[src/hdl/cvms_pkg.sv]
// Constants, carriers and state types of the core voltage mode sequencer.
// Assumes a single 20 MHz clock and synchronous, active-high reset.
package cvms_pkg;

  // ==========================================================
  // Clock and slew timing
  localparam int CLK_HZ       = 20_000_000;
  localparam int SLEW_HZ_MIN  = 64_000;
  localparam int SLEW_HZ_MAX  = 640_000;
  localparam int SLEW_HZ_DEF  = 320_000;
  localparam int DIV_W        = 9;
  localparam logic [DIV_W-1:0] SLEW_DIV_MIN = DIV_W'(CLK_HZ / SLEW_HZ_MAX);
  localparam logic [DIV_W-1:0] SLEW_DIV_MAX = DIV_W'(CLK_HZ / SLEW_HZ_MIN);
  localparam logic [DIV_W-1:0] SLEW_DIV_RST = DIV_W'(CLK_HZ / SLEW_HZ_DEF);
  localparam int DIS_WAIT_DEF  = 32;
  localparam int SKIP_WAIT_DEF = 32;
  localparam int CNT_W         = 8;

  // ==========================================================
  // Codes and register map
  localparam int CODE_W = 6;
  localparam int ADDR_W = 4;
  localparam logic [ADDR_W-1:0] OFS_CTRL   = 4'h0;
  localparam logic [ADDR_W-1:0] OFS_STATUS = 4'h4;
  localparam logic [ADDR_W-1:0] OFS_MASK   = 4'h8;
  localparam logic [ADDR_W-1:0] OFS_STATE  = 4'hC;
  localparam int EV_W        = 4;
  localparam int EV_FAULT    = 0;
  localparam int EV_DIS_LOW  = 1;
  localparam int EV_SKIP_ON  = 2;
  localparam int EV_SETTLED  = 3;
  localparam logic [EV_W-1:0] MASK_RST = 4'h0;
  localparam int ST_CODE_LSB = 0;
  localparam int ST_DIS_BIT  = 6;
  localparam int ST_SKIP_BIT = 7;
  localparam int ST_LSG_BIT  = 8;
  localparam int ST_FLT_BIT  = 9;
  localparam int ST_CAUSE_LSB = 10;
  localparam int ST_MODE_LSB  = 13;

  // ==========================================================
  // Carriers and state types
  typedef struct packed {
    logic [1:0] sel2;
    logic [1:0] sel1;
    logic [1:0] sel0;
  } cvms_sel_t;

  typedef struct packed {
    logic over_voltage;
    logic under_voltage;
    logic thermal;
  } cvms_fault_in_t;

  typedef enum logic [1:0] {
    CVMS_OFF,
    CVMS_RUN,
    CVMS_RAMP_DOWN,
    CVMS_FAULT
  } cvms_mode_t;

  typedef struct packed {
    cvms_mode_t        mode;
    logic [CODE_W-1:0] cur_code;
    logic [CNT_W-1:0]  lp_cnt;
    logic              dis_n;
    logic              skip_en;
    logic              lsg;
    logic              fault;
    logic [2:0]        cause;
    logic              spg_prev;
    logic [DIV_W-1:0]  slew_div;
    logic [EV_W-1:0]   status;
    logic [EV_W-1:0]   mask;
    logic              irq;
    logic [31:0]       rd_data;
  } cvms_core_t;

endpackage

[src/hdl/cvms_core.sv]
// Mode and sequencing logic of the core voltage regulator controller.
// Assumes synchronous inputs, 20 MHz clk, a plain register port.
`timescale 1ns/10ps
module cvms_core #(
  parameter int DIS_WAIT   = cvms_pkg::DIS_WAIT_DEF,
  parameter int SKIP_WAIT  = cvms_pkg::SKIP_WAIT_DEF,
  parameter bit OV_DETECT  = 1'b1
) (
  input  wire logic                           clk,
  input  wire logic                           rst,
  input  wire logic [cvms_pkg::ADDR_W-1:0]    reg_addr,
  input  wire logic [31:0]                    reg_wdata,
  input  wire logic                           reg_write,
  input  wire logic                           reg_read,
  output logic [31:0]                         reg_rdata,
  input  wire logic [cvms_pkg::CODE_W-1:0]    cpu_voltage_code,
  input  wire logic                           suspend_req,
  input  wire logic                           boot_mode,
  input  wire logic                           deep_sleep_req_n,
  input  wire logic [cvms_pkg::CODE_W-1:0]    deep_sleep_offset,
  input  cvms_pkg::cvms_sel_t                 suspend_level_sel,
  input  cvms_pkg::cvms_sel_t                 boot_level_sel,
  input  wire logic                           system_power_good,
  input  wire logic                           shutdown_n,
  input  wire logic                           shutdown_high_voltage,
  input  cvms_pkg::cvms_fault_in_t            fault_in,
  output logic [cvms_pkg::CODE_W-1:0]         voltage_code,
  output logic                                slave_driver_disable_n,
  output logic                                skip_enable,
  output logic                                low_side_gate,
  output logic                                fault_latched,
  output logic                                irq
);

  // ==========================================================
  // Elaboration checks
  generate
    if (DIS_WAIT < 1 || DIS_WAIT > 255 || SKIP_WAIT < 1 || SKIP_WAIT > 255)
    begin : g_bad_wait
      $error("cvms_core: wait counts must lie in 1..255");
    end
  endgenerate

  localparam logic [cvms_pkg::CNT_W-1:0] DIS_LAST  =
    cvms_pkg::CNT_W'(DIS_WAIT - 1);
  localparam logic [cvms_pkg::CNT_W-1:0] SKIP_LAST =
    cvms_pkg::CNT_W'(SKIP_WAIT - 1);

  cvms_pkg::cvms_core_t q;
  cvms_pkg::cvms_core_t next_q;

  logic                          tick;
  logic [cvms_pkg::CODE_W-1:0]   susp_code;
  logic [cvms_pkg::CODE_W-1:0]   boot_code;
  logic [cvms_pkg::CODE_W-1:0]   base_code;
  logic [cvms_pkg::CODE_W-1:0]   run_target;
  logic [cvms_pkg::CODE_W-1:0]   target;
  logic signed [7:0]             sum;
  logic                          deep_sleep;
  logic                          low_power;
  logic                          settled;
  logic                          spg_fall;
  logic [2:0]                    fault_now;
  logic [cvms_pkg::EV_W-1:0]     ev;
  logic [cvms_pkg::DIV_W-1:0]    wdiv;

  // ==========================================================
  // Slew clock and level decoders
  cvms_slew_div u_div (
    .clk     (clk),
    .rst     (rst),
    .divisor (q.slew_div),
    .tick    (tick)
  );

  cvms_level_decode u_susp (
    .sel  (suspend_level_sel),
    .code (susp_code)
  );

  cvms_level_decode u_boot (
    .sel  (boot_level_sel),
    .code (boot_code)
  );

  // ==========================================================
  // Target selection
  always_comb
  begin
    deep_sleep = ~deep_sleep_req_n;
    if (boot_mode)
      base_code = boot_code;
    else if (suspend_req)
      base_code = susp_code;
    else
      base_code = cpu_voltage_code;
    sum = $signed({2'b00, base_code});
    if (deep_sleep)
      sum = sum + $signed({{2{deep_sleep_offset[5]}}, deep_sleep_offset});
    if (sum < 0)
      run_target = '0;
    else if (sum > 8'sd63)
      run_target = '1;
    else
      run_target = sum[cvms_pkg::CODE_W-1:0];
    if (q.mode == cvms_pkg::CVMS_RUN)
      target = run_target;
    else
      target = '0;
  end

  assign settled   = (q.cur_code == target);
  assign low_power = (q.mode == cvms_pkg::CVMS_RUN) && (suspend_req || deep_sleep);
  assign spg_fall  = q.spg_prev & ~system_power_good;

  // Fault sources: power-good, thermal, undervoltage, overvoltage
  always_comb
  begin
    fault_now    = '0;
    fault_now[0] = spg_fall;
    fault_now[1] = fault_in.thermal;
    fault_now[2] = fault_in.under_voltage & ~shutdown_high_voltage;
    if (OV_DETECT)
      fault_now[2] = fault_now[2] |
                     (fault_in.over_voltage & ~shutdown_high_voltage);
  end

  // Clamped divisor written by software
  always_comb
  begin
    wdiv = reg_wdata[cvms_pkg::DIV_W-1:0];
    if (wdiv < cvms_pkg::SLEW_DIV_MIN)
      wdiv = cvms_pkg::SLEW_DIV_MIN;
    else if (wdiv > cvms_pkg::SLEW_DIV_MAX)
      wdiv = cvms_pkg::SLEW_DIV_MAX;
  end

  // ==========================================================
  // Next state
  always_comb
  begin
    next_q          = q;
    ev              = '0;
    next_q.spg_prev = system_power_good;
    next_q.rd_data  = '0;

    // Output slew toward target
    if (tick && !settled)
    begin
      if (q.cur_code < target)
        next_q.cur_code = q.cur_code + 1'b1;
      else
        next_q.cur_code = q.cur_code - 1'b1;
      if (next_q.cur_code == target)
        ev[cvms_pkg::EV_SETTLED] = 1'b1;
    end

    // Mode sequencing
    case (q.mode)
      cvms_pkg::CVMS_OFF:
      begin
        next_q.lsg = 1'b1;
        if (shutdown_n && system_power_good)
        begin
          next_q.mode = cvms_pkg::CVMS_RUN;
          next_q.lsg  = 1'b0;
        end
      end
      cvms_pkg::CVMS_RUN:
      begin
        if (!shutdown_n)
          next_q.mode = cvms_pkg::CVMS_RAMP_DOWN;
      end
      cvms_pkg::CVMS_RAMP_DOWN:
      begin
        if (q.cur_code == '0)
        begin
          next_q.mode = cvms_pkg::CVMS_OFF;
          next_q.lsg  = 1'b1;
        end
        else if (shutdown_n)
        begin
          next_q.mode = cvms_pkg::CVMS_RUN;
        end
      end
      cvms_pkg::CVMS_FAULT:
      begin
        next_q.lsg      = 1'b1;
        next_q.cur_code = '0;
        if (!shutdown_n || shutdown_high_voltage)
        begin
          next_q.fault = 1'b0;
          next_q.mode  = cvms_pkg::CVMS_OFF;
        end
      end
      default:
      begin
        next_q.mode = cvms_pkg::CVMS_OFF;
      end
    endcase

    // Fault latch takes over from any running mode
    if (q.mode != cvms_pkg::CVMS_FAULT && q.mode != cvms_pkg::CVMS_OFF
        && (|fault_now))
    begin
      next_q.mode     = cvms_pkg::CVMS_FAULT;
      next_q.fault    = 1'b1;
      next_q.cause    = fault_now;
      next_q.lsg      = 1'b1;
      next_q.cur_code = '0;
      ev[cvms_pkg::EV_FAULT] = 1'b1;
    end

    // Driver disable and pulse-skip sequence
    if (!low_power || !settled || next_q.mode != cvms_pkg::CVMS_RUN)
    begin
      next_q.dis_n   = 1'b1;
      next_q.skip_en = 1'b0;
      next_q.lp_cnt  = '0;
    end
    else if (tick && q.dis_n)
    begin
      if (q.lp_cnt == DIS_LAST)
      begin
        next_q.dis_n  = 1'b0;
        next_q.lp_cnt = '0;
        ev[cvms_pkg::EV_DIS_LOW] = 1'b1;
      end
      else
      begin
        next_q.lp_cnt = q.lp_cnt + 1'b1;
      end
    end
    else if (tick && !q.skip_en)
    begin
      if (q.lp_cnt == SKIP_LAST)
      begin
        next_q.skip_en = 1'b1;
        ev[cvms_pkg::EV_SKIP_ON] = 1'b1;
      end
      else
      begin
        next_q.lp_cnt = q.lp_cnt + 1'b1;
      end
    end

    // Register writes; a new event wins over its clear
    if (reg_write)
    begin
      case (reg_addr)
        cvms_pkg::OFS_CTRL:
          next_q.slew_div = wdiv;
        cvms_pkg::OFS_STATUS:
          next_q.status = q.status & ~reg_wdata[cvms_pkg::EV_W-1:0];
        cvms_pkg::OFS_MASK:
          next_q.mask = reg_wdata[cvms_pkg::EV_W-1:0];
        default:
          next_q.status = q.status;
      endcase
    end
    next_q.status = next_q.status | ev;
    next_q.irq    = |(next_q.status & next_q.mask);

    // Register reads: data in the following cycle only
    if (reg_read)
    begin
      case (reg_addr)
        cvms_pkg::OFS_CTRL:
          next_q.rd_data[cvms_pkg::DIV_W-1:0] = q.slew_div;
        cvms_pkg::OFS_STATUS:
          next_q.rd_data[cvms_pkg::EV_W-1:0] = q.status;
        cvms_pkg::OFS_MASK:
          next_q.rd_data[cvms_pkg::EV_W-1:0] = q.mask;
        cvms_pkg::OFS_STATE:
        begin
          next_q.rd_data[cvms_pkg::ST_CODE_LSB +: cvms_pkg::CODE_W] = q.cur_code;
          next_q.rd_data[cvms_pkg::ST_DIS_BIT]  = q.dis_n;
          next_q.rd_data[cvms_pkg::ST_SKIP_BIT] = q.skip_en;
          next_q.rd_data[cvms_pkg::ST_LSG_BIT]  = q.lsg;
          next_q.rd_data[cvms_pkg::ST_FLT_BIT]  = q.fault;
          next_q.rd_data[cvms_pkg::ST_CAUSE_LSB +: 3] = q.cause;
          next_q.rd_data[cvms_pkg::ST_MODE_LSB +: 2]  = q.mode;
        end
        default:
          next_q.rd_data = '0;
      endcase
    end
  end

  // ==========================================================
  // State register
  always_ff @(posedge clk)
  begin
    if (rst)
    begin
      q          <= '0;
      q.mode     <= cvms_pkg::CVMS_OFF;
      q.dis_n    <= 1'b1;
      q.lsg      <= 1'b1;
      q.slew_div <= cvms_pkg::SLEW_DIV_RST;
      q.mask     <= cvms_pkg::MASK_RST;
    end
    else
    begin
      q <= next_q;
    end
  end

  // ==========================================================
  // Outputs
  assign reg_rdata              = q.rd_data;
  assign voltage_code           = q.cur_code;
  assign slave_driver_disable_n = q.dis_n;
  assign skip_enable            = q.skip_en;
  assign low_side_gate          = q.lsg;
  assign fault_latched          = q.fault;
  assign irq                    = q.irq;

endmodule

[src/hdl/cvms_level_decode.sv]
// Combines three pre-decoded four-level selection inputs into a target code.
// Assumes each input has already been resolved to a 2-bit level.
`timescale 1ns/10ps
module cvms_level_decode #(
  parameter logic [cvms_pkg::CODE_W-1:0] LEVEL_BASE = 6'h00
) (
  input  cvms_pkg::cvms_sel_t              sel,
  output logic [cvms_pkg::CODE_W-1:0]      code
);

  // ==========================================================
  // Target code is the packed level index plus LEVEL_BASE
  logic [cvms_pkg::CODE_W-1:0] index;
  logic [2:0][1:0]             levels;

  assign levels = {sel.sel2, sel.sel1, sel.sel0};

  genvar g;
  generate
    for (g = 0; g < 3; g++)
    begin : g_lvl
      assign index[2*g +: 2] = levels[g];
    end
  endgenerate

  assign code = index + LEVEL_BASE;

endmodule

[src/hdl/cvms_slew_div.sv]
// Slew clock divider: one-cycle enable pulse every divisor clocks.
// Assumes the divisor is already held within the legal range.
`timescale 1ns/10ps
module cvms_slew_div (
  input  wire logic                         clk,
  input  wire logic                         rst,
  input  wire logic [cvms_pkg::DIV_W-1:0]   divisor,
  output logic                              tick
);

  typedef struct packed {
    logic [cvms_pkg::DIV_W-1:0] cnt;
    logic                       tick;
  } cvms_div_t;

  cvms_div_t q;
  cvms_div_t next_q;

  // ==========================================================
  // Count and pulse
  always_comb
  begin
    next_q      = q;
    next_q.tick = 1'b0;
    if (q.cnt >= divisor - 1'b1)
    begin
      next_q.cnt  = '0;
      next_q.tick = 1'b1;
    end
    else
    begin
      next_q.cnt = q.cnt + 1'b1;
    end
  end

  always_ff @(posedge clk)
  begin
    if (rst)
      q <= '0;
    else
      q <= next_q;
  end

  assign tick = q.tick;

endmodule

[config.mk]
export PLATFORM = sky130hd
export DESIGN_NAME = cvms_core
export DESIGN_NICKNAME = d
export VERILOG_FILES = /design/src/hdl/cvms_pkg.sv /design/src/hdl/cvms_core.sv /design/src/hdl/cvms_level_decode.sv /design/src/hdl/cvms_slew_div.sv
export SDC_FILE = /design/constraint.sdc
export NUM_CORES = 1
export LEC_CHECK = 0
export BUFFER_PORTS_ARGS = -buffer_cell sky130_fd_sc_hd__buf_2
export CAP_MARGIN = 10
export CORE_MARGIN = 1.5
export CORE_UTILIZATION = 45
export DETAILED_ROUTE_END_ITERATION = 10
export PLACE_DENSITY = 0.75
export REMOVE_ABC_BUFFERS = 1
export SYNTH_ARGS = -nofsm -noshare
export SYNTH_HDL_FRONTEND = slang
export SYNTH_HIERARCHICAL = 1
export SYNTH_SLANG_ARGS = --single-unit
export TNS_END_PERCENT = 30
[constraint.sdc]
create_clock -name clk -period 5.2 [get_ports clk]
set_clock_uncertainty 0.2 [all_clocks]
set_input_delay 0.26 -clock clk [delete_from_list [all_inputs] [get_ports clk]]
set_output_delay 0.26 -clock clk [all_outputs]
set_load 0.01 [all_outputs]
==> metrics.md <==
| Metric | Value |
|---|---|
| Number of cells produced by synthesis | 552 |
| Seq/Total Area, Yosys | 0.287 |
| Sequential Power Share | 0.298 |
| DR iter-0 viols | 225 |
| Total Routed Length | 11,300 um |
| Die ar. | 11,000 um^2 |
| Commonest non-fill, non-tap cell in the layout | buf_2 |
| CP Launch Type | primary input |
| Psw | 0.687 mW |
| Max cap viols | 0 |
| Hold Startpoint | fault_in[0] |
| CORE AREA | 10,200 um^2 |
| Crit-path max FO | 4 |
| Main flop type after synthesis | dfxtp_1 |
| Synth area leader | dfxtp_1 |
| Row count | 37 |
| First-pass GRT wire length | 18,900 um |
| Vias in the first global route | 4,137 |
| Critical setup path kind | in2reg |
| RR Startpoint | q[73] |
| # clock sinks | 67 |
| Actual slew at the worst max-slew pin | 0.854 ns |
| Yosys reg bits | 67 |
| # IOs | 116 |
| Pin count of the biggest net entering global routing | 32 |
| Switching share of power | 0.363 |
| Yosys top cell area share | 0.287 |
| Fmax | 0.194 GHz |
| Cell variety after synth | 79 |
| Clock root buffer | clkbuf_8 |
| Layout area overhead | 18.3% |
| Leak pwr | 2.40 nW |
| Clock transition at path regs | 0.08 ns |
| Relative slew slack | 0.425 |
| CTS tree | done |
| Worst vdd ir | 0.158 mV |
| Total negative slack | 0 ns |
| Critical R2R Capture | irq |
| Crit. End Element | flop |
| Highest-count cells in the layout ignoring fill and taps | 75 x buf_2, 67 x dfxtp_1, 60 x nor2_1 |
| Min-delay worst type | in2reg |
| WHS Path Cells | 3 |
| Final hold slack | 0.0186 ns |
| CP Data Arrival Time | 5.19 ns |
| DRC viols | 0 |
| CTS Buf Count | 9 |
| Combinational Power Share | 0.474 |
| Final HPWL DP | 8640 um |
| Yosys Warn Count | 6 |
| Flop2flop setup slack | 0.69 ns |
| Outcome | finished clean |
| Initial antenna violation count | 0 |
| # diodes | 0 |
| Fill count | 917 |
| Via count | 4,214 |
| Post-layout min period | 5.17 ns |
| Die height | 105 um |
| Worst r2r path cells | 20 |
| Clk pwr share | 0.227 |
| Routed vias/inst | 5.40 |
| Synth area leaders | dfxtp_1 29%, ha_1 9.1%, buf_4 8.2%, nor2_1 4.8%, nand2_1 3.6% |
| Post-route ant nets | 0 |
| Hold Violations, Final | 0 |
| TritonRoute pass-1 iters | 5 |
| PD cells | 343 nW/um^2 |
| Htree depth | 3 |
| Syn Std Cell Area | 4680 um^2 |
| Routability Congestion | 0.882 |
| Largest buffer count on any clock path | 2 |
| Die width | 105 um |
| FFs w/ async S/R, synth | 0 |
| Cell Int Power | 1.21 mW |
| Initial core utilization | 0.459 |
| RSZ-0062 raised after global routing | true |
| Wire per inst | 14.5 um |
| GRT Total Usage | 0.210 |
| Hold path endpoint | q[52] |
| Nets@finish | 749 |
| Critical Path RT | 5.22 ns |
| Share of post-route cells with drive strength above 1 | 0.287 |
| Mapped Avg Cell Area | 8.47 um^2 |
| Worst skew pair latency | 0.34 ns |
| Final Setup Violations | 0 |
| Port Buf Inserts | 75 |
| Crit share post-route | 0.994 |
| Final Slew Violations | 0 |
| GRT overflow | 0 |
| Post-synth EDFFs | 0 |
-- sequential cells by signal, indices dropped and copies added (netlist names) --
| register | count |
|---|---|
| q | 31 |
| u_div/tick | 1 |
| low_side_gate | 1 |
| skip_enable | 1 |
| voltage_code | 6 |
| reg_rdata | 15 |
| irq | 1 |
| slave_driver_disable_n | 1 |
| fault_latched | 1 |
| u_div/q | 9 |
-- routing by layer --
layer	part of all wire	track usage
met1	0.41	0.243
met3	0.055	0.0337
met5	0	0
met2	0.51	0.384
met4	0.027	0.0812
-- worst max-delay path by stage --
stage,from,endpoint,slack (ns),depth (start not counted)
floorplan,suspend_req,irq,-0.35,24
global placement,suspend_req,irq,-0.38,26
detailed placement,suspend_req,irq,-0.57,26
CTS,suspend_req,q[40],-0.03,25
global route,suspend_req,irq,-0.19,26
finish,suspend_req,irq,0.03,26
-- logic make-up after synthesis --
group / count (synthesis) / synth area share
and+or+nand+nor: 208 / 0.227
xor gates and xnor gates: 27 / 0.0541
adders and majority gates: 36 / 0.0995
muxes: 21 / 0.0594
AOI/OAI and AO/OA: 104 / 0.159
other: 1 / 0.000802
DFF: 67 / 0.287
buffers and inverters: 88 / 0.114
-- synth_stat cells, types with 4 or more instances --
library cell / number
buf_4: 51
clkbuf_1: 6
o21ai_0: 17
a21oi_1: 29
nor2b_1: 8
inv_1: 23
nor2_1: 60
ha_1: 34
dfxtp_1: 67
mux2i_1: 15
nand2_1: 45
xnor2_1: 13
nor4_2: 4
mux4_2: 4
nor3b_1: 7
nand4_1: 5
a22oi_1: 8
nand3_1: 19
and2_1: 8
xor2_1: 13
nor3_1: 23
-- repair_timing --
action / 4_1_cts / 5_1_grt
resized for setup: 13 / 13
endpoints found under the setup margin: 2 / 2
hold buffers: 3 / 0
pin swaps: 9 / 13
setup buffers: 5 / 0
hold endpoints to repair: 3 / 0
-- worst max-delay path, stage by stage --
cell	delay, ns
buf_2	0.12
mux2i_1	0.12
o21ai_1	0.17
ha_2	0.22
inv_2	0.04
fa_2	0.33
and2b_1	0.23
o2111ai_2	0.12
a2111o_1	0.44
mux2i_4	0.18
o21ai_1	0.09
ha_1	0.33
a21oi_2	0.18
nand2_2	0.08
a211oi_4	0.23
inv_2	0.09
buf_6	0.14
ha_1	0.27
nand3_1	0.12
a21oi_1	0.07
nor2_1	0.12
xor3_2	0.27
or3_1	0.34
o32ai_2	0.16
nor3_2	0.11
o41ai_2	0.35
-- through the flow --
stage                     power [mW]  worst slack, ns  area (um^2)   util  cells
after detailed placement        1.36           -0.570         5150  0.506    757
after global routing            2.01           -0.194         5530  0.543    781
after global placement          1.32           -0.379         5150  0.506    757
after floorplan                 1.05           -0.348         4300      -    505
after CTS                       1.84          -0.0346         5470  0.537    781
final                           1.89           0.0326         5530  0.543    781
-- power groups by stage --
stage / combinational, mW / sequential, mW / clock, mW
finish: 0.899 / 0.565 / 0.431
CTS: 0.843 / 0.565 / 0.436
floorplan: 0.480 / 0.573 / 0
global route: 0.981 / 0.569 / 0.462
detailed placement: 0.780 / 0.577 / 0
global placement: 0.745 / 0.574 / 0
-- layout make-up --
| class | count | area, um^2 | share of cell area |
|---|---|---|---|
| clock inverter | 7 | 75.1 | 0.0136 |
| tap | 136 | 170 | 0.0308 |
| sequential | 67 | 1340 | 0.242 |
| multi-input combinational | 413 | 2970 | 0.537 |
| clock buffer | 9 | 124 | 0.0224 |
| inverter | 25 | 93.8 | 0.0170 |
| timing repair buffer | 124 | 754 | 0.136 |
(Power assumes the default switching activity.)
